[src/dcke_consts.vh]
`ifndef DCKE_CONSTS_VH
`define DCKE_CONSTS_VH

`define DCKE_ST_IDLE      3'h0
`define DCKE_ST_ACTIVE    3'h1
`define DCKE_ST_PPD       3'h2
`define DCKE_ST_APD       3'h3
`define DCKE_ST_SREF      3'h4
`define DCKE_ST_BAD       3'h5

`define DCKE_CMD_MRS      3'h0
`define DCKE_CMD_REF      3'h1
`define DCKE_CMD_PRE      3'h2
`define DCKE_CMD_ACT      3'h3
`define DCKE_CMD_WR       3'h4
`define DCKE_CMD_RD       3'h5
`define DCKE_CMD_NOP      3'h7

`define DCKE_XSRD_CLKS    200
`define DCKE_CKE_MIN_CLKS 3
`define DCKE_MR_SLOWEXIT  12
`define DCKE_EMR_RTT_LO   2
`define DCKE_EMR_RTT_HI   6

`endif

[src/dcke_edge.v]
`default_nettype none
module dcke_edge (
    input  wire mclk,
    input  wire nrst,
    input  wire din,
    output reg  level_q,
    output reg  rise_q
);
    reg s1_q;
    reg s2_q;

    always @(posedge mclk or negedge nrst) begin
        if (!nrst) begin
            s1_q    <= 1'b0;
            s2_q    <= 1'b0;
            level_q <= 1'b0;
            rise_q  <= 1'b0;
        end else begin
            s1_q    <= din;
            s2_q    <= s1_q;
            level_q <= s2_q;
            rise_q  <= s2_q & ~level_q;
        end
    end
endmodule
`default_nettype wire

[src/dcke_power.v]
`include "dcke_consts.vh"
`default_nettype none
// How it works
// - act on current cke, previous cke, state
// - self refresh only from all idle
// - termination off in self refresh
// - no refresh during power-down
// - commands ignored in low-power states
// - masked write beats are not written
// - mode bit selects fast or slow exit from active power-down
module dcke_power #(
    parameter XSNR_CLKS = 10,
    parameter XARD_CLKS = 2,
    parameter XARDS_CLKS = 6,
    parameter DW = 8
) (
    input  wire          mclk,
    input  wire          nrst,
    input  wire          link_clk,
    input  wire          cke,
    input  wire          cs_n,
    input  wire          ras_n,
    input  wire          cas_n,
    input  wire          we_n,
    input  wire          termination_control,
    input  wire          driver_calibration_mode,
    input  wire          op_busy,
    input  wire          banks_open,
    input  wire [13:0]   mode_reg_program,
    input  wire [13:0]   extended_mode_reg_one,
    input  wire          write_mask_input,
    input  wire [DW-1:0] wr_data,
    input  wire          wr_beat,
    output reg  [2:0]    state_q,
    output reg  [2:0]    cmd_q,
    output reg           cmd_valid_q,
    output reg           illegal_q,
    output reg           odt_active_q,
    output reg           refresh_allowed_q,
    output reg           read_allowed_q,
    output reg           exit_ready_q,
    output reg           wr_en_q,
    output reg  [DW-1:0] wr_data_q
);
    wire       clk_lvl;
    wire       clk_rise;
    reg  [4:0] pin_s1_q;
    reg  [4:0] pin_s2_q;
    reg  [DW+1:0] dat_s1_q;
    reg  [DW+1:0] dat_s2_q;
    reg        cke_prev_q;
    reg  [7:0] xsrd_q;
    reg  [7:0] xsnr_q;
    reg  [3:0] xard_q;
    reg  [1:0] hold_q;
    reg  [2:0] state_d;

    dcke_edge u_clk (
        .mclk    (mclk),
        .nrst    (nrst),
        .din     (link_clk),
        .level_q (clk_lvl),
        .rise_q  (clk_rise)
    );

    function [2:0] decode;
        input c;
        input r;
        input a;
        input w;
        begin
            if (c)
                decode = `DCKE_CMD_NOP;
            else
                decode = {r, a, w} == 3'h7 ? `DCKE_CMD_NOP :
                         {r, a, w} == 3'h0 ? `DCKE_CMD_MRS :
                         {r, a, w} == 3'h1 ? `DCKE_CMD_REF :
                         {r, a, w} == 3'h2 ? `DCKE_CMD_PRE :
                         {r, a, w} == 3'h3 ? `DCKE_CMD_ACT :
                         {r, a, w} == 3'h4 ? `DCKE_CMD_WR  :
                         {r, a, w} == 3'h5 ? `DCKE_CMD_RD  : 3'h6;
        end
    endfunction

    // pins sampled two flops deep; beat, mask and data ride in step with them
    // reset to cke high and deselect so an early edge sees an idle bus
    always @(posedge mclk or negedge nrst) begin
        if (!nrst) begin
            pin_s1_q <= 5'h1F;
            pin_s2_q <= 5'h1F;
            dat_s1_q <= {(DW+2){1'b0}};
            dat_s2_q <= {(DW+2){1'b0}};
        end else begin
            pin_s1_q <= {cke, cs_n, ras_n, cas_n, we_n};
            pin_s2_q <= pin_s1_q;
            dat_s1_q <= {wr_beat, write_mask_input, wr_data};
            dat_s2_q <= dat_s1_q;
        end
    end

    wire       cke_now = pin_s2_q[4];
    wire [2:0] cmd_now = decode(pin_s2_q[3], pin_s2_q[2], pin_s2_q[1], pin_s2_q[0]);
    wire       is_nop  = cmd_now == `DCKE_CMD_NOP;
    wire       low_pwr = state_q == `DCKE_ST_PPD || state_q == `DCKE_ST_APD ||
                         state_q == `DCKE_ST_SREF;
    wire       cke_chg = cke_now != cke_prev_q;
    wire       slow    = mode_reg_program[`DCKE_MR_SLOWEXIT];
    wire       rtt_on  = extended_mode_reg_one[`DCKE_EMR_RTT_LO] |
                         extended_mode_reg_one[`DCKE_EMR_RTT_HI];

    always @* begin
        state_d = state_q;
        case (state_q)
            `DCKE_ST_PPD, `DCKE_ST_APD, `DCKE_ST_SREF: begin
                if (cke_now) begin
                    if (is_nop)
                        state_d = banks_open ? `DCKE_ST_ACTIVE : `DCKE_ST_IDLE;
                    else
                        state_d = `DCKE_ST_BAD;
                end
            end
            `DCKE_ST_IDLE, `DCKE_ST_ACTIVE: begin
                if (!cke_now) begin
                    if (op_busy)
                        state_d = `DCKE_ST_BAD;
                    else if (is_nop)
                        state_d = banks_open ? `DCKE_ST_APD : `DCKE_ST_PPD;
                    else if (cmd_now == `DCKE_CMD_REF && !banks_open)
                        state_d = `DCKE_ST_SREF;
                    else
                        state_d = `DCKE_ST_BAD;
                end else
                    state_d = banks_open ? `DCKE_ST_ACTIVE : `DCKE_ST_IDLE;
            end
            `DCKE_ST_BAD:
                state_d = `DCKE_ST_BAD;
            default:
                state_d = `DCKE_ST_BAD;
        endcase
    end

    always @(posedge mclk or negedge nrst) begin
        if (!nrst) begin
            state_q           <= `DCKE_ST_IDLE;
            cke_prev_q        <= 1'b1;
            cmd_q             <= `DCKE_CMD_NOP;
            cmd_valid_q       <= 1'b0;
            illegal_q         <= 1'b0;
            odt_active_q      <= 1'b0;
            refresh_allowed_q <= 1'b1;
            read_allowed_q    <= 1'b1;
            exit_ready_q      <= 1'b1;
            xsrd_q            <= 8'h00;
            xsnr_q            <= 8'h00;
            xard_q            <= 4'h0;
            hold_q            <= 2'h0;
            wr_en_q           <= 1'b0;
            wr_data_q         <= {DW{1'b0}};
        end else begin
            cmd_valid_q <= 1'b0;
            wr_en_q     <= 1'b0;
            if (clk_rise) begin
                cke_prev_q <= cke_now;
                state_q    <= state_d;
                hold_q     <= cke_chg ? 2'h1 : (hold_q == 2'h3 ? hold_q : hold_q + 2'h1);
                if (cke_chg && hold_q != 2'h0 && hold_q < `DCKE_CKE_MIN_CLKS)
                    illegal_q <= 1'b1;
                if (state_d == `DCKE_ST_BAD)
                    illegal_q <= 1'b1;
                if (driver_calibration_mode && !cke_now)
                    illegal_q <= 1'b1;
                if (state_q == `DCKE_ST_PPD || state_q == `DCKE_ST_APD)
                    if (rtt_on && termination_control === 1'bx)
                        illegal_q <= 1'b1;
                if (!low_pwr && cke_now && cke_prev_q) begin
                    if (cmd_now == 3'h6)
                        illegal_q <= 1'b1;
                    if (xsnr_q != 8'h00 && !is_nop)
                        illegal_q <= 1'b1;
                    if (xsrd_q != 8'h00 && cmd_now == `DCKE_CMD_RD)
                        illegal_q <= 1'b1;
                    if (xard_q != 4'h0 && !is_nop)
                        illegal_q <= 1'b1;
                    cmd_q       <= cmd_now;
                    cmd_valid_q <= !is_nop;
                end
                if (state_q == `DCKE_ST_SREF && state_d != `DCKE_ST_SREF) begin
                    xsrd_q <= 8'd`DCKE_XSRD_CLKS;
                    xsnr_q <= XSNR_CLKS[7:0];
                end else begin
                    if (xsrd_q != 8'h00)
                        xsrd_q <= xsrd_q - 8'h01;
                    if (xsnr_q != 8'h00)
                        xsnr_q <= xsnr_q - 8'h01;
                end
                if (state_q == `DCKE_ST_APD && state_d == `DCKE_ST_ACTIVE)
                    xard_q <= slow ? XARDS_CLKS[3:0] : XARD_CLKS[3:0];
                else if (xard_q != 4'h0)
                    xard_q <= xard_q - 4'h1;
                odt_active_q      <= rtt_on && termination_control &&
                                     state_d != `DCKE_ST_SREF;
                refresh_allowed_q <= state_d != `DCKE_ST_PPD &&
                                     state_d != `DCKE_ST_APD;
            end
            read_allowed_q <= xsrd_q == 8'h00;
            exit_ready_q   <= xsnr_q == 8'h00 && xard_q == 4'h0;
            if (clk_rise && dat_s2_q[DW+1] && !low_pwr && !dat_s2_q[DW]) begin
                wr_en_q   <= 1'b1;
                wr_data_q <= dat_s2_q[DW-1:0];
            end
        end
    end

    wire unused_ok = clk_lvl;
endmodule
`default_nettype wire

[config.mk]
export PLATFORM = sky130hd
export DESIGN_NAME = dcke_power
export DESIGN_NICKNAME = d
export VERILOG_FILES = /design/src/dcke_edge.v /design/src/dcke_power.v
export VERILOG_INCLUDE_DIRS = /design/src
export SDC_FILE = /design/constraint.sdc
export NUM_CORES = 1
export LEC_CHECK = 0
export BUFFER_PORTS_ARGS = -buffer_cell sky130_fd_sc_hd__buf_2
export CORE_MARGIN = 10
export CORE_UTILIZATION = 51
export CTS_CLUSTER_SIZE = 12
export DETAILED_ROUTE_END_ITERATION = 8
export PLACE_DENSITY = 0.73
export SYNTH_ARGS = -nofsm -noshare
export SYNTH_HDL_FRONTEND = slang
export SYNTH_SLANG_ARGS = --single-unit
export TNS_END_PERCENT = 10
[constraint.sdc]
create_clock -name mclk -period 2.9 [get_ports mclk]
set_clock_uncertainty 0.2 [all_clocks]
set_input_delay 0.58 -clock mclk [delete_from_list [all_inputs] [get_ports mclk]]
set_output_delay 0.58 -clock mclk [all_outputs]
set_load 0.05 [all_outputs]
# Word level (Yosys, flattened, before mapping)
# Index checks and enable logic that the tools add are counted.
[classes]
n_bitwise = 3
add_sub_neg = 4
mux = 39
n_reduce_logical = 45
eq_ne = 23
magnitude_cmp = 1
[op_table]
columns = ["op", "count"]
rows = [
  ["3-bit two-way mux", 12],
  ["8-bit two-way mux", 4],
  ["3-bit == test, second input constant", 8],
  ["1-bit logical AND", 19],
  ["8-bit logical NOT", 2],
  ["1-bit two-way mux", 16],
  ["8-bit nonzero test", 2],
  ["8-bit by 1-bit subtractor with 8-bit output, second input constant", 2],
  ["3-bit by 1-bit == test with 1-bit output, second input constant", 4],
  ["3-bit by 2-bit == test with 1-bit output, second input constant", 4],
  ["2-bit AND reduction", 5],
  ["2-bit two-way mux", 4],
  ["4-bit two-way mux", 2],
  ["2-bit nonzero test", 4],
  ["3-bit logical NOT", 2],
  ["3-bit by 2-bit inequality test with 1-bit output, second input constant", 2],
  ["3-bit one-hot mux with 2 select lines", 1],
  ["1-bit logical NOT", 5],
  ["4-bit logical NOT", 1],
  ["4-bit nonzero test", 1],
  ["4-bit by 1-bit subtractor with 4-bit output, second input constant", 1],
  ["3-bit inequality test, second input constant", 1],
  ["3-bit OR reduction", 1],
  ["2-bit by 1-bit adder with 2-bit output, second input constant", 1],
  ["10 further kinds", 11],
]
[totals]
out_inout_bits = 21
ff_bits = 78
elab_cells = 138
in_bits = 50

# Depth between registers and ports, before layout
# Gate-level depths: netlist (run 1).
[depth]
depth_word = 26
mapped_depth = 7
depth_no_buf = 7

# Hierarchy
# From an unflattened synthesis (run 1), not the netlist that was laid out.
[hier_totals]
cells_unflattened = 278
area_unflattened_um2 = 3279.4
[modules_own_cells]
columns = ["mod", "cells_per_inst", "instances", "area_per_inst_um2", "seq_area_each_um2"]
rows = [
  ["dcke_power", 273, 1, 3165.5, 1873.0],
  ["dcke_edge", 5, 1, 113.9, 100.1],
]

# Least setup slack after synthesis (run 1)
# Ideal clock, no wire load.
[synth_path]
path_kind = "register to register"
startpoint = "register xsnr_q[0]"
endpoint = "register illegal_q"
path_buffers = 0
synth_period_minus_slack_ps = 2068
setup_slack_ps = 832
t_required_ps = 2574
setup_ps = 126
stages_incl_launch_ff = 8
arrival_ps = 1742
cell_sequence = "dfrtp_1 > inv_1 > ha_1 > nor3b_1 > nand2_1 > nor2_1 > a21oi_1 > o32a_1"
[synth_between]
elab_chain_cells = 6
[synth_rtl]
columns = ["element", "line", "text"]
rows = [
  ["start, declared", "dcke_power.v:53", "reg [7:0] xsnr_q;"],
  ["start signal, assigned", "dcke_power.v:189", "xsnr_q <= XSNR_CLKS[7:0];"],
  ["start signal, assigned", "dcke_power.v:194", "xsnr_q <= xsnr_q - 8'h01;"],
  ["8-bit nonzero test", "dcke_power.v:178", "if (xsnr_q != 8'h00 && !is_nop)"],
  ["1-bit logical AND", "dcke_power.v:178", ""],
  ["1-bit two-way mux", "dcke_power.v:178", ""],
  ["1-bit two-way mux", "dcke_power.v:180", "if (xsrd_q != 8'h00 && cmd_now == `DCKE_CMD_RD)"],
  ["1-bit two-way mux", "dcke_power.v:182", "if (xard_q != 4'h0 && !is_nop)"],
  ["1-bit two-way mux", "dcke_power.v:175", "if (!low_pwr && cke_now && cke_prev_q) begin"],
  ["end signal, assigned", "dcke_power.v:179", "illegal_q <= 1'b1;"],
  ["end signal, assigned", "dcke_power.v:181", "illegal_q <= 1'b1;"],
  ["end signal, assigned", "dcke_power.v:183", "illegal_q <= 1'b1;"],
  ["end, declared", "dcke_power.v:37", "output reg illegal_q,"],
]
# Every way passes these cells.
# A chain may end at the register's enable or synchronous reset.

# Final worst setup path (run 1)
# Ends and elaborated chain as after synthesis.

==> flow_summary.json, run 1 <==
{
  "synth_cell_type_count": 54,
  "combPwrFrac": 0.328,
  "drt-total-wl_um": 6440,
  "drc": 0,
  "synth_area_per_cell_um2": 11.7,
  "cts_setup_buffers": 0,
  "vias_per_cell": 5.52,
  "synth_largest_area_cell": "dfrtp_1",
  "wl_met3_um": 314,
  "critPathArrivalTime_ns": 2.46,
  "synth.area.top_cells": "dfrtp_1, dfstp_2, mux2_2",
  "crit_required_ns": 2.94,
  "slew_violations": 0,
  "cellLeakagePower_nw": 1.66,
  "nets": 388,
  "hp-start": "cke",
  "clk_pin_slew_worst_paths_ns": 0.08,
  "synth_edf_count": 0,
  "tritoncts": "yes",
  "r2r-end": "illegal_q$_DFFE_PN0P_",
  "ant_nets": 0,
  "synth_flop_cell": "dfrtp_1",
  "path_max_fanout": 5,
  "holdPathStages": 1,
  "setup_violations": 0,
  "ios": 71,
  "drive_gt1_frac": 0.299,
  "synth_nets": 338,
  "r2r_start": "xsnr_q[0]$_DFFE_PN0P_",
  "vias": 2276,
  "grt_usage": 0.138,
  "yosysSeqAreaShare": 0.603,
  "p_switching_mw": 1.43,
  "firstDrtPassIters": 4,
  "post-synth-top-count-cell": "dfrtp_1",
  "die_h_um": 100,
  "grt_pass1_wl_um": 11200,
  "p_per_area_nw_per_um2": 961,
  "numCtsBuffers": 9,
  "cts-resized-gates": 0,
  "ir_worst_vdd_mv": 0.482,
  "seq_area_um2": 1970,
  "routabilityCongestion": 0.833,
  "h-tree-depth": 3,
  "p_clk_frac": 0.219,
  "route.met2.wl_um": 3210,
  "fillerInstances": 522,
  "relSlewSlack": 0.384,
  "rsz0062_at_grt": "false",
  "port_buffers": 45,
  "route.layer.met1.wl_um": 2810,
  "worstSetupPathType": "flop to flop",
  "synth-seq-cells": 78,
  "yosysWarningCount": 0,
  "rows": 29,
  "cts-root-buf": "clkbuf_8",
  "start_util": 0.521,
  "synth_commonest_cells": "dfrtp_1, nor2_1, dfstp_2, nand2_1, o21ai_0",
  "cts_sinks": 78,
  "grt_start_max_net_pins": 79,
  "fmax_mhz": 412,
  "hold_viol": 0,
  "pwr-share-seq": 0.453,
  "period_share": 0.836,
  "timing.hold.ws_ns": 0.123,
  "syn_inst": 280,
  "place_hpwl_um": 4580,
  "die_area_um2": 10000,
  "cts_buffer_depth": 2,
  "switching_share": 0.394,
  "fp.dieW_um": 100,
  "grt_pass1_vias": 2308,
  "min_period_ns": 2.43,
  "status": "finished clean",
  "syn_area_um2": 3270,
  "worst_pin_slew_ns": 0.923,
  "multi_input_area_um2": 1210,
  "antennaDiodeCount": 0,
  "postCtsHoldBufs": 0,
  "hold_path_class": "input pin to flop",
  "maxCapViolations": 0,
  "core-area_um2": 6280,
  "maxUsedRoutingLayer": "met4",
  "r2r_cells": 7,
  "area.growth.synth_to_final_pct": 15.4,
  "wl_per_cell_um": 15.6,
  "fin_tns_setup_ns": 0,
  "synthArstFlopShare": 1.00,
  "min_to": "pin_s1_q[4]$_DFF_PN1_",
  "end_kind": "flop",
  "antenna_found_initial": 0,
  "p_int_mw": 2.20,
  "drt-initial-drc-count": 108,
  "clk_latency_ns": 0.34,
  "gr-total-overflow": 0,
  "synth_top_area_frac": 0.467,
  "reg2reg_setup_slack_ns": 0.47,
  "critPathLaunchType": "flop"
}
## cells by family after synthesis
logic type	Yosys count	share of synthesized area
simple gates	93	0.161
flops	78	0.603
compound gates	62	0.128
buf+inv	23	0.0272
mux	10	0.0344
fa+ha+maj	8	0.0306
xor+xnor	6	0.0161
## power groups by stage
stage	sequential [mW]	clock (mW)	combinational (mW)
finish	1.64	0.794	1.19
global route	1.70	0.865	1.32
CTS	1.64	0.819	1.21
detailed placement	1.66	0	1.21
global placement	1.64	0	1.17
floorplan	1.94	0	0.603
## worst max path at each step
stage                          startpoint                    end  slack, ns  depth (start not counted)
floorplan           xsnr_q[0]$_DFFE_PN0P_  illegal_q$_DFFE_PN0P_       0.83                          7
global placement    xsnr_q[0]$_DFFE_PN0P_  illegal_q$_DFFE_PN0P_       0.56                          7
detailed placement  xsnr_q[0]$_DFFE_PN0P_  illegal_q$_DFFE_PN0P_       0.52                          7
CTS                 xsnr_q[0]$_DFFE_PN0P_  illegal_q$_DFFE_PN0P_       0.49                          7
global route        xsnr_q[0]$_DFFE_PN0P_  illegal_q$_DFFE_PN0P_       0.31                          7
finish              xsnr_q[0]$_DFFE_PN0P_  illegal_q$_DFFE_PN0P_       0.47                          7
## layer usage
metal | vias to the layer above | global-route usage
met1 | 1120 | 0.169
met4 | 0 | 0.0500
met2 | 44 | 0.222
met3 | 7 | 0.0453
met5 | - | 0
li1 | 1105 | -
## stage by stage
| stage | instances | area, µm² | setup slack [ns] | util | total power [mW] |
|---|---|---|---|---|---|
| floorplan | 280 | 3270 | 0.832 | - | 2.54 |
| finish | 412 | 3780 | 0.475 | 0.602 | 3.63 |
| CTS | 412 | 3780 | 0.495 | 0.602 | 3.67 |
| global route | 412 | 3780 | 0.311 | 0.602 | 3.88 |
| detailed placement | 396 | 3590 | 0.523 | 0.571 | 2.87 |
| global placement | 396 | 3590 | 0.557 | 0.571 | 2.81 |
## cell usage in the layout (no fill, tap or decap), types with 2 or more instances in the layout
cell type	count
dfrtp_1	61
buf_2	44
nor2_1	28
nand2_1	17
o21ai_0	17
dfstp_2	17
a21oi_1	14
inv_1	13
mux2_2	10
clkbuf_8	9
ha_1	8
nor3_1	7
nor2b_1	5
a31oi_1	5
nand3_1	5
buf_4	5
nor3b_1	4
nand4_1	4
xnor2_1	4
a221oi_1	4
o21a_1	4
nand4bb_1	3
nor4_2	2
nand4b_1	2
and3_1	2
a21o_1	2
o211ai_1	2
o31ai_1	2
or4_4	2
xor2_1	2
clkbuf_1	2
## critical path: stages, from the launching register on
cell and delay, ns:
dfrtp_1 0.42, inv_1 0.12, ha_1 0.24, nor3b_1 0.45, nand2_1 0.21, nor2_1 0.24
a21oi_1 0.11, o32a_1 0.33
## registers in the layout, summed over array words and instances (netlist names), 2 cells and up
signal,flops
cmd_q,3
state_q,3
dat_s2_q,10
xard_q,4
pin_s2_q,5
pin_s1_q,5
xsnr_q,8
xsrd_q,8
wr_data_q,8
dat_s1_q,10
hold_q,2
## final cells by class
cell class              count  area share
inverters                  13      0.0129
repair buffers             49      0.0682
clock inverters             5      0.0159
clock buffers              11      0.0348
flip-flops and latches     78       0.522
multi-input cells         179       0.320
well taps                  77      0.0255
(Power assumes the default switching activity.)
==> run 2: changes to the inputs <==
ABC_AREA = 1   (was unset)
PLACE_DENSITY = 0.72   (was 0.73)
clock period = 2.4 ns   (was 2.9 ns; I/O delays follow)
==> flow_summary.json, run 2 <==
{
  "ios": 71,
  "h-tree-depth": 3,
  "relSlewSlack": 0.649,
  "placed_area_um2": 3720,
  "p_per_area_nw_per_um2": 1150,
  "path_buf_inv": 0,
  "tritoncts": "yes",
  "reg_top3": "dat_s1_q x10, dat_s2_q x10",
  "grt_start_max_net_pins": 41,
  "switching_share": 0.413,
  "start_util": 0.531,
  "vias_per_cell": 5.06,
  "core-area_um2": 6420,
  "numCtsBuffers": 9,
  "routabilityCongestion": 0.824,
  "die_h_um": 102,
  "layout_common_cells": "nand2_1, dfrtp_1, buf_2",
  "synthArstFlopShare": 1.00,
  "grt_usage": 0.137,
  "path_max_fanout": 18,
  "synth_flop_cell": "dfrtp_1",
  "synth_commonest_cells": "nand2_1, dfrtp_1, inv_1",
  "drt-initial-drc-count": 136,
  "synth_cell_type_count": 39,
  "synth_area_per_cell_um2": 9.72,
  "status": "finished clean",
  "pwr-share-seq": 0.404,
  "cts_sinks": 78,
  "syn_inst": 351,
  "critPathLaunchType": "flop",
  "crit_required_ns": 2.49,
  "slew_violations": 0,
  "yosysWarningCount": 0,
  "p_int_mw": 2.66,
  "worst_pin_slew_ns": 0.527,
  "holdPathStages": 1,
  "setup_violations": 0,
  "rsz0062_at_grt": "false",
  "cts-root-buf": "clkbuf_8",
  "p_switching_mw": 1.87,
  "critPathMaxStageDelay_ns": 0.55,
  "synth_edf_count": 0,
  "period_share": 0.874,
  "hold_path_class": "input pin to flop",
  "clk_latency_ns": 0.35,
  "synth_largest_area_cell": "dfrtp_1",
  "cp_cell_sequence": "or2_1 -> nand3_1 -> a21oi_4 -> nand3_4 -> nand2_8 -> nand2_4 -> nand2_4 -> nand2_1 -> nand2_1",
  "worstSetupPathType": "flop to flop",
  "drt-total-wl_um": 6470,
  "gr-total-overflow": 0,
  "fmax_mhz": 477,
  "synth_top_area_frac": 0.447,
  "drive_gt1_frac": 0.251,
  "final_common_cell": "nand2_1",
  "fin_tns_setup_ns": 0,
  "hold_viol": 0,
  "end_kind": "flop",
  "synth.area.top_cells": "dfrtp_1, dfstp_2, nand2_1",
  "drc": 0,
  "maxCapViolations": 0,
  "worst-path-stages": 9,
  "synth-seq-cells": 78,
  "r2r_cells": 9,
  "path_delay_family": "simple AND/OR/NAND/NOR gates",
  "cts-resized-gates": 0,
  "fp.dieW_um": 102,
  "firstDrtPassIters": 4,
  "port_buffers": 45,
  "combPwrFrac": 0.374,
  "clk_pin_slew_worst_paths_ns": 0.08,
  "place_hpwl_um": 4680,
  "final_area_um2": 3940,
  "grt_pass1_wl_um": 11200,
  "critPathArrivalTime_ns": 2.19,
  "yosysSeqAreaShare": 0.578,
  "die_area_um2": 10400,
  "ir_worst_vdd_mv": 0.731,
  "rows": 29,
  "vias": 2464,
  "grt_pass1_vias": 2457,
  "power.total_mw": 4.54,
  "p_clk_frac": 0.222,
  "area.growth.synth_to_final_pct": 15.4,
  "cellLeakagePower_nw": 2.03,
  "final_util": 0.613,
  "cts_buffer_depth": 2,
  "antenna_found_initial": 0,
  "synth_nets": 409,
  "wl_per_cell_um": 13.3,
  "nets": 463,
  "min_period_ns": 2.10,
  "post-synth-top-count-cell": "nand2_1",
  "antennaDiodeCount": 0,
  "critPathSlowestCell": "dfstp_2",
  "ant_nets": 0,
  "syn_area_um2": 3410
}
==> run 2: cell types whose count changed in the layout (fill, tap and decap cells not counted), sizes merged, moves of 9 or more <==
cell and change:
inv +34, a21oi -9, nand2 +86, nand3 +17, nand4 +12, mux2 -9
==> run 2: per-stage QoR <==
step           instances  setup WS (ns)  hold slack, ns
3_3_place_gp         470          0.389           0.131
2_1_floorplan        351          0.395         -0.0156
5_1_grt              487          0.152        0.000398
3_5_place_dp         470          0.323           0.136
4_1_cts              487          0.301         0.00130
6_report             487          0.302          0.0199
==> run 2: area by class of cell <==
class	instances	area (µm²)
timing repair buffer	49	273
sequential	78	1970
multi-input combinational	222	1220
tap	77	96.3
inverter	45	169
clock inverter	7	81.3
clock buffer	9	124
fill	552	2480
==> run 2: path summary, 6_finish.rpt <==
kind                                        from                     to  slack, ns
max                        pin_s2_q[3]$_DFF_PN1_  xsrd_q[0]$_DFFE_PN0P_       0.30
max in group asynchronous                   nrst   cmd_q[2]$_DFFE_PN1P_       0.91
min in group asynchronous                   nrst  xsnr_q[3]$_DFFE_PN0P_       0.45
max reg2reg                pin_s2_q[3]$_DFF_PN1_  xsrd_q[0]$_DFFE_PN0P_       0.30
min reg2reg                dat_s1_q[6]$_DFF_PN0_  dat_s2_q[6]$_DFF_PN0_       0.15
min                                        ras_n  pin_s1_q[2]$_DFF_PN1_       0.02
==> run 2: cells by family (layout without fill, tap and decap cells) <==
logic type,Yosys count,in the layout,synth area share
AOI/OAI and AO/OA,19,19,0.0345
xor gates and xnor gates,14,14,0.0359
adders and majority gates,8,8,0.0293
buffers and inverters,51,110,0.0634
DFF,78,78,0.578
muxes,1,1,0.00330
and+or+nand+nor,180,180,0.255
==> run 2: timing repair <==
action,in CTS,in global routing
hold buffers,1,0
setup buffers,0,0
endpoints found under the hold margin,33,0
==> run 2: power by group through the flow <==
stage | Sequential (mW) | Combinational [mW] | Clock (mW)
finish | 1.83 | 1.70 | 1.01
global route | 1.88 | 1.91 | 1.08
CTS | 1.84 | 1.71 | 1.04
detailed placement | 1.86 | 1.71 | 0
global placement | 1.85 | 1.65 | 0
floorplan | 2.18 | 1.00 | 0
==> run 2: layer usage <==
metal  GRT usage  share of wire  vias up
li1            -              -     1216
met1       0.170           0.45     1189
met2       0.209           0.48       51
met3      0.0477          0.061        8
met4      0.0638          0.011        0
met5           0              0        -
==> run 2: worst reg2reg max path: stages, from the launching register on <==
cell,delay (ns)
dfstp_2,0.55
or2_1,0.24
nand3_1,0.19
a21oi_4,0.23
nand3_4,0.14
nand2_8,0.16
nand2_4,0.09
nand2_4,0.10
nand2_1,0.07
nand2_1,0.06
